**src/pkg/mni_defines.svh**
```systemverilog
// Constants for the MAC-side nibble interface
`ifndef MNI_DEFINES_SVH
`define MNI_DEFINES_SVH

// Preamble and opening flag nibbles
`define MNI_PRE_NIB      4'h5
`define MNI_SFD_NIB      4'hd
// Index of the flag nibble within the transmitted preamble
`define MNI_PRE_LAST     4'hf
`define MNI_CNT_FIRST    4'h1

// Integrated PHY management address
`define MNI_INT_PHY_ADDR 5'h00

// Reset values of the PHY selection controls
`define MNI_EXT_SEL_RST  1'b0
`define MNI_PHY_INTERFACE_DISABLE_RST  1'b1

// Bit positions in the synchroniser vector
`define MNI_SYNC_W       10
`define MNI_POS_TXC      9
`define MNI_POS_RXC      8
`define MNI_POS_COL      7
`define MNI_POS_CRS      6
`define MNI_POS_DV       5
`define MNI_POS_ER       4
`define MNI_POS_RXD_HI   3
`define MNI_POS_RXD_LO   0

// Buffer entry: byte plus end-of-frame marker
`define MNI_BUF_W        9

`endif

```
**src/pkg/mni_pkg.sv**
```systemverilog
// Types for the MAC-side nibble interface
package mni_pkg;

    typedef logic [3:0] mni_nib_t;

    typedef enum logic [2:0] {
        TX_IDLE = 3'b001,
        TX_PRE  = 3'b010,
        TX_DATA = 3'b100
    } mni_tx_e;

    typedef enum logic [2:0] {
        RX_IDLE = 3'b001,
        RX_HUNT = 3'b010,
        RX_DATA = 3'b100
    } mni_rx_e;

endpackage

```
**src/design/mni_buf2.sv**
```systemverilog
// Two-entry skid buffer with registered outputs
`timescale 1ns/1ps
module mni_buf2 #(
    parameter int WIDTH = 9
) (
    // Clock and reset
    input  wire logic             clk_i,
    input  wire logic             arst_n_i,
    // Filling side
    input  wire logic             in_valid_i,
    input  wire logic [WIDTH-1:0] in_data_i,
    output logic                  in_ready_o,
    // Draining side
    output logic                  out_valid_o,
    output logic [WIDTH-1:0]      out_data_o,
    input  wire logic             out_ready_i
);
    logic             skid_v;
    logic [WIDTH-1:0] skid_d;
    logic             next_out_v;
    logic [WIDTH-1:0] next_out_d;
    logic             next_skid_v;
    logic [WIDTH-1:0] next_skid_d;
    logic             in_fire;

    always_comb begin
        in_fire     = in_valid_i & ~skid_v;
        next_out_v  = out_valid_o;
        next_out_d  = out_data_o;
        next_skid_v = skid_v;
        next_skid_d = skid_d;
        if (out_ready_i || !out_valid_o) begin
            if (skid_v) begin
                next_out_v  = 1'b1;
                next_out_d  = skid_d;
                next_skid_v = 1'b0;
            end else begin
                next_out_v = in_fire;
                if (in_fire) begin
                    next_out_d = in_data_i;
                end
            end
        end else if (in_fire) begin
            // Head is stalled: park the word instead of losing it
            next_skid_v = 1'b1;
            next_skid_d = in_data_i;
        end
    end

    always_ff @(posedge clk_i or negedge arst_n_i) begin
        if (!arst_n_i) begin
            out_valid_o <= 1'b0;
            out_data_o  <= '0;
            skid_v      <= 1'b0;
            skid_d      <= '0;
            in_ready_o  <= 1'b1;
        end else begin
            out_valid_o <= next_out_v;
            out_data_o  <= next_out_d;
            skid_v      <= next_skid_v;
            skid_d      <= next_skid_d;
            in_ready_o  <= ~next_skid_v;
        end
    end
endmodule

```
**src/design/mni_top.sv**
```systemverilog
// MAC-side nibble interface toward an internal or external PHY
`timescale 1ns/1ps
`include "mni_defines.svh"

// Functional notes
// RULE1: Both nibble clocks come from the PHY, at 25 MHz or 2.5 MHz.
// RULE2: Transmit enable rises together with the first preamble nibble.
// RULE3: Transmit nibble bit 0 is the byte's low bit, sent first.
// RULE4: Transmit enable and data change only on transmit clock rising edges.
// RULE5: Transmit enable drops at the end of the last checksum nibble.
// RULE6: Collision is asynchronous and synchronised before use.
// RULE7: The PHY raises receive valid with preamble or flag nibbles present.
// RULE8: One flag octet suffices to accept a frame, no longer preamble needed.
// RULE9: Receive valid and data are sampled on receive clock rising edges.
// RULE10: Receive nibble bit 0 is the least significant bit.
// RULE11: The PHY drops receive valid after the final checksum nibble.
// RULE12: Receive error anywhere in a frame discards it as a checksum error.
// RULE13: The PHY keeps nibbles aligned; no realignment is done here.
// RULE14: The opening flag is nibble 5 then D; other junk is tolerated.
// RULE15: Carrier sense only gates deferral, never receive framing.
// RULE16: Carrier sense is asynchronous, synchronised, and includes own traffic.
// RULE17: External PHY select resets to zero, choosing the integrated PHY.
// RULE18: The integrated PHY answers at management address zero.
// RULE19: The integrated PHY is isolated from reset until software clears it.
// RULE20: Selecting the external PHY isolates the integrated one.
// RULE21: An isolated integrated PHY ignores inputs and floats its outputs.
module mni_top
    import mni_pkg::*;
(
    // Clock and reset
    input  wire logic       ref_clk_i,
    input  wire logic       arst_n_i,
    // Software control
    input  wire logic       external_phy_select_i,
    input  wire logic       phy_disable_clear_i,
    input  wire logic       phy_disable_set_i,
    // Transmit byte stream
    input  wire logic [7:0] tx_data_i,
    input  wire logic       tx_valid_i,
    input  wire logic       tx_last_i,
    output logic            tx_ready_o,
    output logic            tx_collision_o,
    output logic            tx_underrun_o,
    // Transmit pins
    input  wire logic       tx_nibble_clock_i,
    input  wire logic       collision_in_i,
    input  wire logic       carrier_sense_in_i,
    output logic            tx_enable_out_o,
    output logic [3:0]      txd_o,
    output logic            mii_tx_oe_o,
    // Receive pins
    input  wire logic       rx_nibble_clock_i,
    input  wire logic       rx_dv_i,
    input  wire logic       rx_er_i,
    input  wire logic [3:0] rxd_i,
    // Receive byte stream
    output logic [7:0]      rx_data_o,
    output logic            rx_valid_o,
    output logic            rx_end_o,
    output logic            rx_fcs_err_o,
    output logic            carrier_o,
    // Integrated PHY control
    output logic            external_phy_select_o,
    output logic            phy_interface_disable_o,
    output logic            int_phy_isolate_o,
    output logic [4:0]      int_phy_addr_o
);

    // Synchronisers: stage one feeds stage two only
    logic [`MNI_SYNC_W-1:0] pins;
    logic [`MNI_SYNC_W-1:0] sync1;
    logic [`MNI_SYNC_W-1:0] sync2;
    logic [`MNI_SYNC_W-1:0] sync3;
    logic                   tx_tick;
    logic                   rx_tick;
    logic                   col_s;
    logic                   dv_s;
    logic                   er_s;
    mni_nib_t               nib_s;

    assign pins = {tx_nibble_clock_i, rx_nibble_clock_i, collision_in_i,
                   carrier_sense_in_i, rx_dv_i, rx_er_i, rxd_i};

    always_ff @(posedge ref_clk_i or negedge arst_n_i) begin
        if (!arst_n_i) begin
            sync1 <= '0;
            sync2 <= '0;
            sync3 <= '0;
        end else begin
            sync1 <= pins;
            sync2 <= sync1;
            sync3 <= sync2;
        end
    end

    // RULE1: edges of PHY clocks
    // RULE4: transmit side acts on this edge
    assign tx_tick = sync2[`MNI_POS_TXC] & ~sync3[`MNI_POS_TXC];
    // RULE9: receive sampling edge
    assign rx_tick = sync2[`MNI_POS_RXC] & ~sync3[`MNI_POS_RXC];
    // RULE6: collision after two flops
    assign col_s   = sync2[`MNI_POS_COL];
    // Data captured just before the clock rise is the settled value
    assign dv_s    = sync3[`MNI_POS_DV];
    assign er_s    = sync3[`MNI_POS_ER];
    assign nib_s   = sync3[`MNI_POS_RXD_HI:`MNI_POS_RXD_LO];

    // PHY selection and isolation
    logic next_ext_sel;
    logic next_phy_dis;
    logic next_isolate;

    always_comb begin
        // RULE17: follows the software select
        next_ext_sel = external_phy_select_i;
        next_phy_dis = phy_interface_disable_o;
        // RULE19: only software clears isolation
        if (phy_disable_set_i) begin
            next_phy_dis = 1'b1;
        end else if (phy_disable_clear_i) begin
            next_phy_dis = 1'b0;
        end
        // RULE20: external select isolates the integrated PHY
        // RULE21: isolation floats the integrated PHY's outputs
        next_isolate = phy_interface_disable_o | external_phy_select_o;
    end

    always_ff @(posedge ref_clk_i or negedge arst_n_i) begin
        if (!arst_n_i) begin
            external_phy_select_o   <= `MNI_EXT_SEL_RST;
            mii_tx_oe_o             <= `MNI_EXT_SEL_RST;
            phy_interface_disable_o <= `MNI_PHY_INTERFACE_DISABLE_RST;
            int_phy_isolate_o       <= `MNI_PHY_INTERFACE_DISABLE_RST;
            int_phy_addr_o          <= `MNI_INT_PHY_ADDR;
        end else begin
            external_phy_select_o   <= next_ext_sel;
            mii_tx_oe_o             <= next_ext_sel;
            phy_interface_disable_o <= next_phy_dis;
            int_phy_isolate_o       <= next_isolate;
            // RULE18: fixed management address
            int_phy_addr_o          <= `MNI_INT_PHY_ADDR;
        end
    end

    // RULE16: carrier registered for deferral
    logic next_carrier;
    always_comb begin
        next_carrier = sync2[`MNI_POS_CRS];
    end
    always_ff @(posedge ref_clk_i or negedge arst_n_i) begin
        if (!arst_n_i) begin
            carrier_o <= 1'b0;
        end else begin
            carrier_o <= next_carrier;
        end
    end

    // Transmit buffer
    logic                  bo_valid;
    logic [`MNI_BUF_W-1:0] bo_data;
    logic                  pop;

    mni_buf2 #(
        .WIDTH(`MNI_BUF_W)
    ) u_txbuf (
        .clk_i      (ref_clk_i),
        .arst_n_i   (arst_n_i),
        .in_valid_i (tx_valid_i),
        .in_data_i  ({tx_last_i, tx_data_i}),
        .in_ready_o (tx_ready_o),
        .out_valid_o(bo_valid),
        .out_data_o (bo_data),
        .out_ready_i(pop)
    );

    // Transmit engine
    mni_tx_e  tx_state;
    mni_tx_e  next_tx_state;
    logic [3:0] tx_cnt;
    logic [3:0] next_tx_cnt;
    logic       tx_hi;
    logic       next_tx_hi;
    logic       tx_fin;
    logic       next_tx_fin;
    logic [7:0] tx_cur;
    logic [7:0] next_tx_cur;
    logic       next_tx_en;
    mni_nib_t   next_txd;
    logic       next_col;
    logic       next_und;

    always_comb begin
        next_tx_state = tx_state;
        next_tx_cnt   = tx_cnt;
        next_tx_hi    = tx_hi;
        next_tx_fin   = tx_fin;
        next_tx_cur   = tx_cur;
        next_tx_en    = tx_enable_out_o;
        next_txd      = txd_o;
        next_col      = tx_collision_o;
        next_und      = 1'b0;
        pop           = 1'b0;
        if (tx_tick) begin
            next_col = tx_enable_out_o & col_s;
            unique case (tx_state)
                TX_IDLE: begin
                    // RULE15: defer while the cable is busy
                    if (bo_valid && !carrier_o) begin
                        // RULE2: enable with first preamble nibble
                        next_tx_en    = 1'b1;
                        next_txd      = `MNI_PRE_NIB;
                        next_tx_cnt   = `MNI_CNT_FIRST;
                        next_tx_state = TX_PRE;
                    end
                end
                TX_PRE: begin
                    next_tx_cnt = tx_cnt + 4'h1;
                    if (tx_cnt == `MNI_PRE_LAST) begin
                        next_txd      = `MNI_SFD_NIB;
                        next_tx_hi    = 1'b0;
                        next_tx_fin   = 1'b0;
                        next_tx_state = TX_DATA;
                    end else begin
                        next_txd = `MNI_PRE_NIB;
                    end
                end
                TX_DATA: begin
                    if (tx_hi) begin
                        next_txd   = tx_cur[7:4];
                        next_tx_hi = 1'b0;
                    end else if (tx_fin) begin
                        // RULE5: close after the final nibble
                        next_tx_en    = 1'b0;
                        next_tx_state = TX_IDLE;
                    end else if (bo_valid) begin
                        // RULE3: low nibble goes out first
                        pop         = 1'b1;
                        next_txd    = bo_data[3:0];
                        next_tx_cur = bo_data[7:0];
                        next_tx_fin = bo_data[8];
                        next_tx_hi  = 1'b1;
                    end else begin
                        // Source ran dry mid-frame: end the frame
                        next_tx_en    = 1'b0;
                        next_und      = 1'b1;
                        next_tx_state = TX_IDLE;
                    end
                end
            endcase
        end
    end

    always_ff @(posedge ref_clk_i or negedge arst_n_i) begin
        if (!arst_n_i) begin
            tx_state        <= TX_IDLE;
            tx_cnt          <= '0;
            tx_hi           <= 1'b0;
            tx_fin          <= 1'b0;
            tx_cur          <= '0;
            tx_enable_out_o <= 1'b0;
            txd_o           <= '0;
            tx_collision_o  <= 1'b0;
            tx_underrun_o   <= 1'b0;
        end else begin
            tx_state        <= next_tx_state;
            tx_cnt          <= next_tx_cnt;
            tx_hi           <= next_tx_hi;
            tx_fin          <= next_tx_fin;
            tx_cur          <= next_tx_cur;
            tx_enable_out_o <= next_tx_en;
            txd_o           <= next_txd;
            tx_collision_o  <= next_col;
            tx_underrun_o   <= next_und;
        end
    end

    // Receive engine
    mni_rx_e  rx_state;
    mni_rx_e  next_rx_state;
    mni_nib_t rx_prev;
    mni_nib_t next_rx_prev;
    mni_nib_t rx_lo;
    mni_nib_t next_rx_lo;
    logic     rx_hi;
    logic     next_rx_hi;
    logic     rx_bad;
    logic     next_rx_bad;
    logic [7:0] next_rx_data;
    logic     next_rx_valid;
    logic     next_rx_end;
    logic     next_fcs_err;

    always_comb begin
        next_rx_state = rx_state;
        next_rx_prev  = rx_prev;
        next_rx_lo    = rx_lo;
        next_rx_hi    = rx_hi;
        next_rx_bad   = rx_bad;
        next_rx_data  = rx_data_o;
        next_rx_valid = 1'b0;
        next_rx_end   = 1'b0;
        next_fcs_err  = 1'b0;
        if (rx_tick) begin
            next_rx_prev = nib_s;
            unique case (rx_state)
                RX_IDLE: begin
                    if (dv_s) begin
                        next_rx_bad   = er_s;
                        next_rx_state = RX_HUNT;
                    end
                end
                RX_HUNT: begin
                    if (!dv_s) begin
                        next_rx_state = RX_IDLE;
                    end else begin
                        next_rx_bad = rx_bad | er_s;
                        // RULE8: one flag octet is enough
                        // RULE14: match 5 then D, ignore other patterns
                        if (rx_prev == `MNI_PRE_NIB && nib_s == `MNI_SFD_NIB) begin
                            next_rx_hi    = 1'b0;
                            next_rx_state = RX_DATA;
                        end
                    end
                end
                RX_DATA: begin
                    if (!dv_s) begin
                        // RULE12: errored frame reported as checksum error
                        next_rx_end   = 1'b1;
                        next_fcs_err  = rx_bad;
                        next_rx_state = RX_IDLE;
                    end else begin
                        next_rx_bad = rx_bad | er_s;
                        if (!rx_hi) begin
                            next_rx_lo = nib_s;
                            next_rx_hi = 1'b1;
                        end else begin
                            // RULE10: first nibble is the low half
                            next_rx_data  = {nib_s, rx_lo};
                            next_rx_valid = ~(rx_bad | er_s);
                            next_rx_hi    = 1'b0;
                        end
                    end
                end
            endcase
        end
    end

    always_ff @(posedge ref_clk_i or negedge arst_n_i) begin
        if (!arst_n_i) begin
            rx_state     <= RX_IDLE;
            rx_prev      <= '0;
            rx_lo        <= '0;
            rx_hi        <= 1'b0;
            rx_bad       <= 1'b0;
            rx_data_o    <= '0;
            rx_valid_o   <= 1'b0;
            rx_end_o     <= 1'b0;
            rx_fcs_err_o <= 1'b0;
        end else begin
            rx_state     <= next_rx_state;
            rx_prev      <= next_rx_prev;
            rx_lo        <= next_rx_lo;
            rx_hi        <= next_rx_hi;
            rx_bad       <= next_rx_bad;
            rx_data_o    <= next_rx_data;
            rx_valid_o   <= next_rx_valid;
            rx_end_o     <= next_rx_end;
            rx_fcs_err_o <= next_fcs_err;
        end
    end
endmodule

```
**config.mk**
```make
export PLATFORM = sky130hd
export DESIGN_NAME = mni_top
export DESIGN_NICKNAME = d
export VERILOG_FILES = /design/src/pkg/mni_pkg.sv /design/src/design/mni_buf2.sv /design/src/design/mni_top.sv
export VERILOG_INCLUDE_DIRS = /design/src /design/src/pkg
export SDC_FILE = /design/constraint.sdc
export NUM_CORES = 1
export LEC_CHECK = 0
export BUFFER_PORTS_ARGS = -buffer_cell sky130_fd_sc_hd__buf_2
export CAP_MARGIN = 10
export CORE_MARGIN = 1
export CORE_UTILIZATION = 48
export CTS_CLUSTER_DIAMETER = 120
export DETAILED_ROUTE_END_ITERATION = 12
export GPL_TIMING_DRIVEN = 0
export PLACE_DENSITY = 0.69
export SLEW_MARGIN = 20
export SYNTH_ARGS = -nofsm -noshare
export SYNTH_HDL_FRONTEND = slang
export SYNTH_SLANG_ARGS = --single-unit
```
**constraint.sdc**
```tcl
create_clock -name ref_clk_i -period 2.9 [get_ports ref_clk_i]
set_input_delay 0.145 -clock ref_clk_i [delete_from_list [all_inputs] [get_ports ref_clk_i]]
set_output_delay 0.145 -clock ref_clk_i [all_outputs]
set_load 0.02 [all_outputs]
```
==> qor.yml, run 1 <==
clockRootBuffer: "clkbuf_8"
synth_top_cell_area_share_pct: 61.3
via_count: 2430
place.port_buffers: 48
initialDrtViolationCount: 138
synth_cells: 288
yosys.area.top_type: "dfrtp_1"
worstSetupPathType: "reg -> reg"
yosys_warnings: 0
drt-wirelength-per-cell_um: 14.1
rsz0062_at_grt: "no"
maxCapViolations: 0
grt_pass1_wl_um: 11300
core_um2: 7410
min_to: "u_txbuf.skid_d[6]$_DFFE_PN0P_"
p_per_area_nw_per_um2: 602
grt_usage_pct: 17.7
firstDrtPassIters: 4
slew_viol_final: 0
grt_max_degree: 64
first_global_vias: 2489
peakVddDrop_v: 0.000325
fin_worst_skew_ns: 0.00747
initial_core_util_pct: 50.7
cts_made_buffers: 9
synth-edff-count: 0
cts.path.max_buffers: 2
r2r_cells: 5
ys_seq_area_share_pct: 64.8
rows: 31
clock.fmax_mhz: 462
area_growth_pct: 20.5
chipWidth_um: 90.5
nets: 393
synth-seq-cells: 97
syn_area_um2: 3760
synth_async_sr_flop_share_pct: 100
timing.rr.start: "sync2[8]$_DFF_PN0_"
netlist_top_cells_area: "dfrtp_1, mux2_2, dfstp_2"
grt_overflow_total: 0
fin_cells: 471
crit_fanout: 10
worstHoldPathType: "in -> reg"
dr_wl_met2_um: 3170
worstPathArrival_ns: 2.41
outcome: "finished, final reports clean"
finalCritPeriodShare_pct: 74.6
htree_levels: 3
worstPathRequired_ns: 3.15
drc: 0
slew_headroom_pct: 42.2
fin_crit_ns: 2.16
fillers: 610
worstHoldStart: "tx_data_i[6]"
clock_latency_ns: 0.36
ioPinCount: 54
gp_congestion: 0.810
fin_tns_setup_ns: 0
drive_gt1_share_pct: 28.2
synthFlopType: "dfrtp_1"
wl_met3_um: 284
vias_per_cell: 5.16
cts_tree: "yes"
ff2ff_setup_slack_ns: 0.74
wirelength_um: 6630
min_path_cells: 2
syn_area_per_cell_um2: 13.0
startpoint_type: "flip-flop"
dieArea_um2: 8180
diodes: 0
p_leak_nw: 2.11
netlist_top_cells_count: "dfrtp_1, nand2_1, mux2_2, o22ai_1, nor2_1"
synth.most_common_cell: "dfrtp_1"
tightestPinTransition_ns: 0.855
yosys.cell_types.count: 49
dp.cells: 440
setup_viol_count_final: 0
dieHeight_um: 90.5
m1WireLength_um: 3070
cts_resized: 0
final_hold_viol_count: 0
cts.sinks: 97
detailed_place_hpwl_um: 4530
antenna_found_initial: 0
highest_layer: "met4"
drtAntennaViolNets: 0
endpoint_kind: "flip-flop"
clkTransAtPathRegs_ns: 0.08
timing.rr.end: "rx_data_o[2]$_DFFE_PN0P_"
[cells by family (layout without fill, tap and decap cells)]
family | count (synthesis) | in the layout | synth area share (%)
compound gates | 51 | 51 | 9.93
mux | 34 | 34 | 10.0
buf+inv | 24 | 104 | 3.30
simple gates | 76 | 76 | 10.6
flops | 97 | 97 | 64.8
other cells | 1 | 5 | 0.0998
xor+xnor | 4 | 4 | 0.933
fa+ha+maj | 1 | 1 | 0.333
[per-stage QoR]
stage          hold WS (ns)  worst slack, ns  cell area [um^2]  util, %  power (mW)
5_1_grt             0.00259            0.603              4530     61.1        2.86
4_1_cts             0.00146            0.737              4530     61.1        2.76
3_3_place_gp          0.253            0.774              4140     55.8        1.83
3_5_place_dp         0.0581            0.771              4170     56.3        1.85
2_1_floorplan        -0.151            0.945              3770        -        1.74
6_report             0.0212            0.737              4530     61.1        2.73
[layout by cell type, fill, tap and decap left out, types with 6 or more instances in the layout]
cell type / synthesis / final
dfrtp_1: 92 / 92
buf_2: 3 / 50
nand2_1: 28 / 28
mux2_2: 20 / 20
dlygate4sd3_1: 0 / 15
o22ai_1: 14 / 14
nor2_1: 11 / 11
clkbuf_8: 0 / 11
clkbuf_1: 8 / 9
mux2_1: 9 / 9
buf_4: 8 / 8
a2bb2oi_1: 8 / 8
nor2b_1: 6 / 6
o21ai_0: 6 / 6
[worst max-delay path by stage]
stage	startpoint	to	slack, ns
3_5_place_dp	rx_state[2]$_DFFE_PN0P_	rx_data_o[4]$_DFFE_PN0P_	0.77
6_report	sync2[8]$_DFF_PN0_	rx_data_o[2]$_DFFE_PN0P_	0.74
2_1_floorplan	tx_hi$_DFFE_PN0P_	u_txbuf.skid_d[0]$_DFFE_PN0P_	0.95
3_3_place_gp	arst_n_i	sync1[1]$_DFF_PN0_	0.77
4_1_cts	sync2[8]$_DFF_PN0_	rx_data_o[2]$_DFFE_PN0P_	0.74
5_1_grt	rx_state[2]$_DFFE_PN0P_	rx_data_o[1]$_DFFE_PN0P_	0.60
[state kept, by name, indices dropped and copies added (netlist names), 3 cells and up]
| name | count |
|---|---|
| sync3 | 9 |
| u_txbuf.skid_d | 9 |
| sync1 | 10 |
| rx_data_o | 8 |
| tx_state | 3 |
| sync2 | 10 |
| rx_state | 3 |
| u_txbuf.out_data_o | 9 |
| txd_o | 4 |
| rx_prev | 4 |
| tx_cur | 4 |
| rx_lo | 4 |
| tx_cnt | 4 |
[worst max-delay path, stage by stage (launching register included)]
cell and delay [ns]:
dfrtp_1 0.37, nor2b_1 0.14, clkbuf_1 0.32, nand2_1 0.18
nor3_2 0.65, mux2_2 0.41
[final cells by class]
| class | count | area [um^2] | share of cell area, % |
|---|---|---|---|
| plain buffers | 19 | 105 | 2.32 |
| clock buffers | 12 | 155 | 3.43 |
| clock inverters | 4 | 51.3 | 1.13 |
| inverters | 5 | 18.8 | 0.415 |
| multi-input cells | 171 | 1210 | 26.8 |
| flip-flops and latches | 97 | 2430 | 53.8 |
| well taps | 99 | 124 | 2.74 |
| repair buffers | 64 | 424 | 9.37 |
[layer usage]
metal | vias to the layer above | track usage, %
met5 | - | 0
met4 | 0 | 6.05
met3 | 9 | 6.23
met2 | 62 | 28.2
met1 | 1195 | 22.7
li1 | 1164 | -
[power by group]
| part | leakage [nW] | switching, mW | internal (mW) |
|---|---|---|---|
| clock | 0.103 | 0.441 | 0.446 |
| combinational | 0.791 | 0.163 | 0.148 |
| sequential | 1.21 | 0.0708 | 1.46 |
| total | 2.11 | 0.676 | 2.05 |
[timing repair]
| item | 4_1_cts | 5_1_grt |
|---|---|---|
| hold buffers | 15 | 0 |
| endpoints found under the hold margin | 48 | 0 |
| setup endpoints to repair | 0 | 0 |
| buffers inserted | 0 | 0 |
Power figures use the tool's default switching activity.
==> inputs of run 2 (changes only) <==
--- a/config.mk
+++ b/config.mk
@@ -13,7 +13,7 @@
 export CTS_CLUSTER_DIAMETER = 120
 export DETAILED_ROUTE_END_ITERATION = 12
 export GPL_TIMING_DRIVEN = 0
-export PLACE_DENSITY = 0.69
+export PLACE_DENSITY = 0.71
 export SLEW_MARGIN = 20
 export SYNTH_ARGS = -nofsm -noshare
 export SYNTH_HDL_FRONTEND = slang
==> constraint.sdc (replaced) <==
create_clock -name ref_clk_i -period 1.8 [get_ports ref_clk_i]
set_input_delay 0.09 -clock ref_clk_i [delete_from_list [all_inputs] [get_ports ref_clk_i]]
set_output_delay 0.09 -clock ref_clk_i [all_outputs]
set_load 0.02 [all_outputs]
==> run 2 against run 1 <==
  * The run now ends with setup timing left
  * Final cell count increased by 4.0%
  * Non-clock buffer count grew 19
  * Largest cell class unchanged
  * Critical path depth stayed put
  * Routed wire length increased by 12%
  * Critical endpoint is now u_txbuf.skid_d[2]$_DFFE_PN0P_
  * Worst hold slack better by 0.0046 ns
  * First-iteration DRC count down 17%
  * Register-to-register slack got worse by 0.92 ns
  * Clock-buffer cell count is 1 lower
==> qor.yml, run 2 (same netlist as run 1, synthesis figures left out) <==
drc: 0  # unchanged
slew_headroom_pct: 48.4  # +6.2 points
grt_usage_pct: 19.5  # +1.8 points
fin_crit_ns: 1.98  # -0.184 ns
drtAntennaViolNets: 0  # unchanged
core_um2: 7410  # unchanged
antenna_found_initial: 0  # unchanged
worstPathRequired_ns: 2.05  # -1.10 ns
cts.sinks: 97  # unchanged
final_cell_area_um2: 4880  # +7.9%
chipWidth_um: 90.5  # unchanged
vias_per_cell: 5.15  # -0.16%
clkTransAtPathRegs_ns: 0.09  # about the same
cts_tree: "yes"
rsz0062_at_grt: "yes"
worstHoldPathType: "in -> reg"
area_growth_pct: 30.0
hold_ws_ns: 0.0258  # +0.00465 ns
clockRootBuffer: "clkbuf_8"
p_switching_mw: 1.16  # +71%
finalCritPeriodShare_pct: 110  # +35 points
setup_viol_count_final: 22  # +22
grt_max_degree: 63  # -1.6%
wirelength_um: 7420  # +12%
final_common_cell: "dfrtp_1"
violations: "setup timing"
path_buf_inv: 1  # unchanged
clock_latency_ns: 0.36  # about the same
tightestPinTransition_ns: 0.767  # -0.0881 ns
pwr-share-seq_pct: 56.9  # +0.9 points
crit_fanout: 5  # -5
worst_slack_ns: -0.180  # -0.916 ns
initial_core_util_pct: 50.7  # unchanged
combinationalPowerShare_pct: 13.3  # +1.9 points
ioPinCount: 54  # unchanged
slowest_delay_ns: 0.56  # -0.09 ns
worstSetupPathType: "reg -> reg"
outcome: "finished with violations"
grt_overflow_total: 0  # unchanged
htree_levels: 3  # unchanged
dp_slack_ns: -0.366  # -1.14 ns
final_cell_mix: "dfrtp_1, buf_2, nand2_1"
grt_pass1_wl_um: 12500  # +11%
dieArea_um2: 8180  # unchanged
place_area_um2: 4180  # +0.18%
slew_viol_final: 0  # unchanged
p_sw_share_pct: 26.6  # +1.8 points
rows: 31  # unchanged
via_count: 2524  # +3.9%
cts.path.max_buffers: 2  # unchanged
p_per_area_nw_per_um2: 891  # +48%
cts_made_buffers: 9  # unchanged
startpoint_type: "flip-flop"
slowest_stage: "or4b_4"
detailed_place_hpwl_um: 4530  # about the same
place.port_buffers: 48  # unchanged
diodes: 0  # unchanged
initialDrtViolationCount: 114  # -17%
p_leak_nw: 2.29  # +8.7%
cp_top_family: "simple AND/OR/NAND/NOR gates"
peakVddDrop_v: 0.000516  # +59%
maxCapViolations: 0  # unchanged
pwr-share-clk_pct: 29.8  # -2.8 points
endpoint_kind: "flip-flop"
gp_congestion: 0.840  # +3.8%
reg_top3: "sync1 x10, sync2 x10"
worstPathCellList: "or4b_4, o31ai_4, or2_4, buf_6, mux2_4"
worstPathArrival_ns: 2.23  # -0.18 ns
first_global_vias: 2620  # +5.3%
drive_gt1_share_pct: 37.3  # +9.1 points
drt-wirelength-per-cell_um: 15.1  # +7.6%
clock.fmax_mhz: 505  # +9.3%
firstDrtPassIters: 4  # unchanged
nets: 412  # +4.8%
fin_worst_skew_ns: 0.0117  # +0.00419 ns
intPower_mw: 3.19  # +56%
dieHeight_um: 90.5  # unchanged
final_hold_viol_count: 0  # unchanged
run 2: metrics by stage:
stage                     util, %  setup TNS [ns]  cells  total power [mW]
after floorplan                 -           -1.11    292              2.80
after global placement       55.9          -31.55    439              2.95
after detailed placement     56.4           -8.88    440              2.98
after CTS                    65.3           -2.96    487              4.34
after global routing         65.9           -4.47    490              4.55
final                        65.9           -2.56    490              4.35
run 2: worst min-delay path, delay by kind of cell:
kind	cells	cell delay [ns]
buf+inv	1	0.11
simple gates	2	0.14
run 2: cell type report:
type	instances	area, um^2
plain buffers	17	118
well taps	99	124
flip-flops and latches	97	2430
clock inverters	5	38.8
fillers	539	2530
inverters	5	18.8
repair buffers	85	646
clock buffers	11	141
multi-input cells	171	1360
run 2: path summary, 6_finish.rpt:
kind,endpoint,cells past startpoint,start,slack (ns)
worst max-delay path,u_txbuf.skid_d[2]$_DFFE_PN0P_,5,tx_state[0]$_DFFE_PN1P_,-0.18
worst min-delay path,u_txbuf.out_valid_o$_DFFE_PN0P_,3,tx_valid_i,0.03
worst max register to register,u_txbuf.skid_d[2]$_DFFE_PN0P_,5,tx_state[0]$_DFFE_PN1P_,-0.18
worst min register to register,sync2[5]$_DFF_PN0_,0,sync1[5]$_DFF_PN0_,0.35
max in group asynchronous,u_txbuf.in_ready_o$_DFF_PN1_,3,arst_n_i,0.96
min in group asynchronous,rx_state[2]$_DFFE_PN0P_,2,arst_n_i,0.18
run 2: repair_timing:
action	in CTS	in global routing
pin swaps	2	4
endpoints found under the hold margin	98	0
setup buffers	6	4
gates resized for setup	38	10
hold buffers	23	0
cloned	3	0
endpoints found under the setup margin	43	40
run 2: routing by layer:
metal	vias up	GRT usage (%)	part of all wire, %
li1	1201	-	-
met3	10	4.46	3.9
met5	-	0	0
met1	1253	25.8	46
met2	60	31.3	49
met4	0	7.93	1.5
run 2: power by group through the flow:
stage	Clock, mW	Combinational, mW	Sequential (mW)
finish	1.30	0.579	2.47
CTS	1.33	0.538	2.47
global route	1.41	0.643	2.50
detailed placement	0	0.478	2.50
floorplan	0	0.318	2.49
global placement	0	0.452	2.50
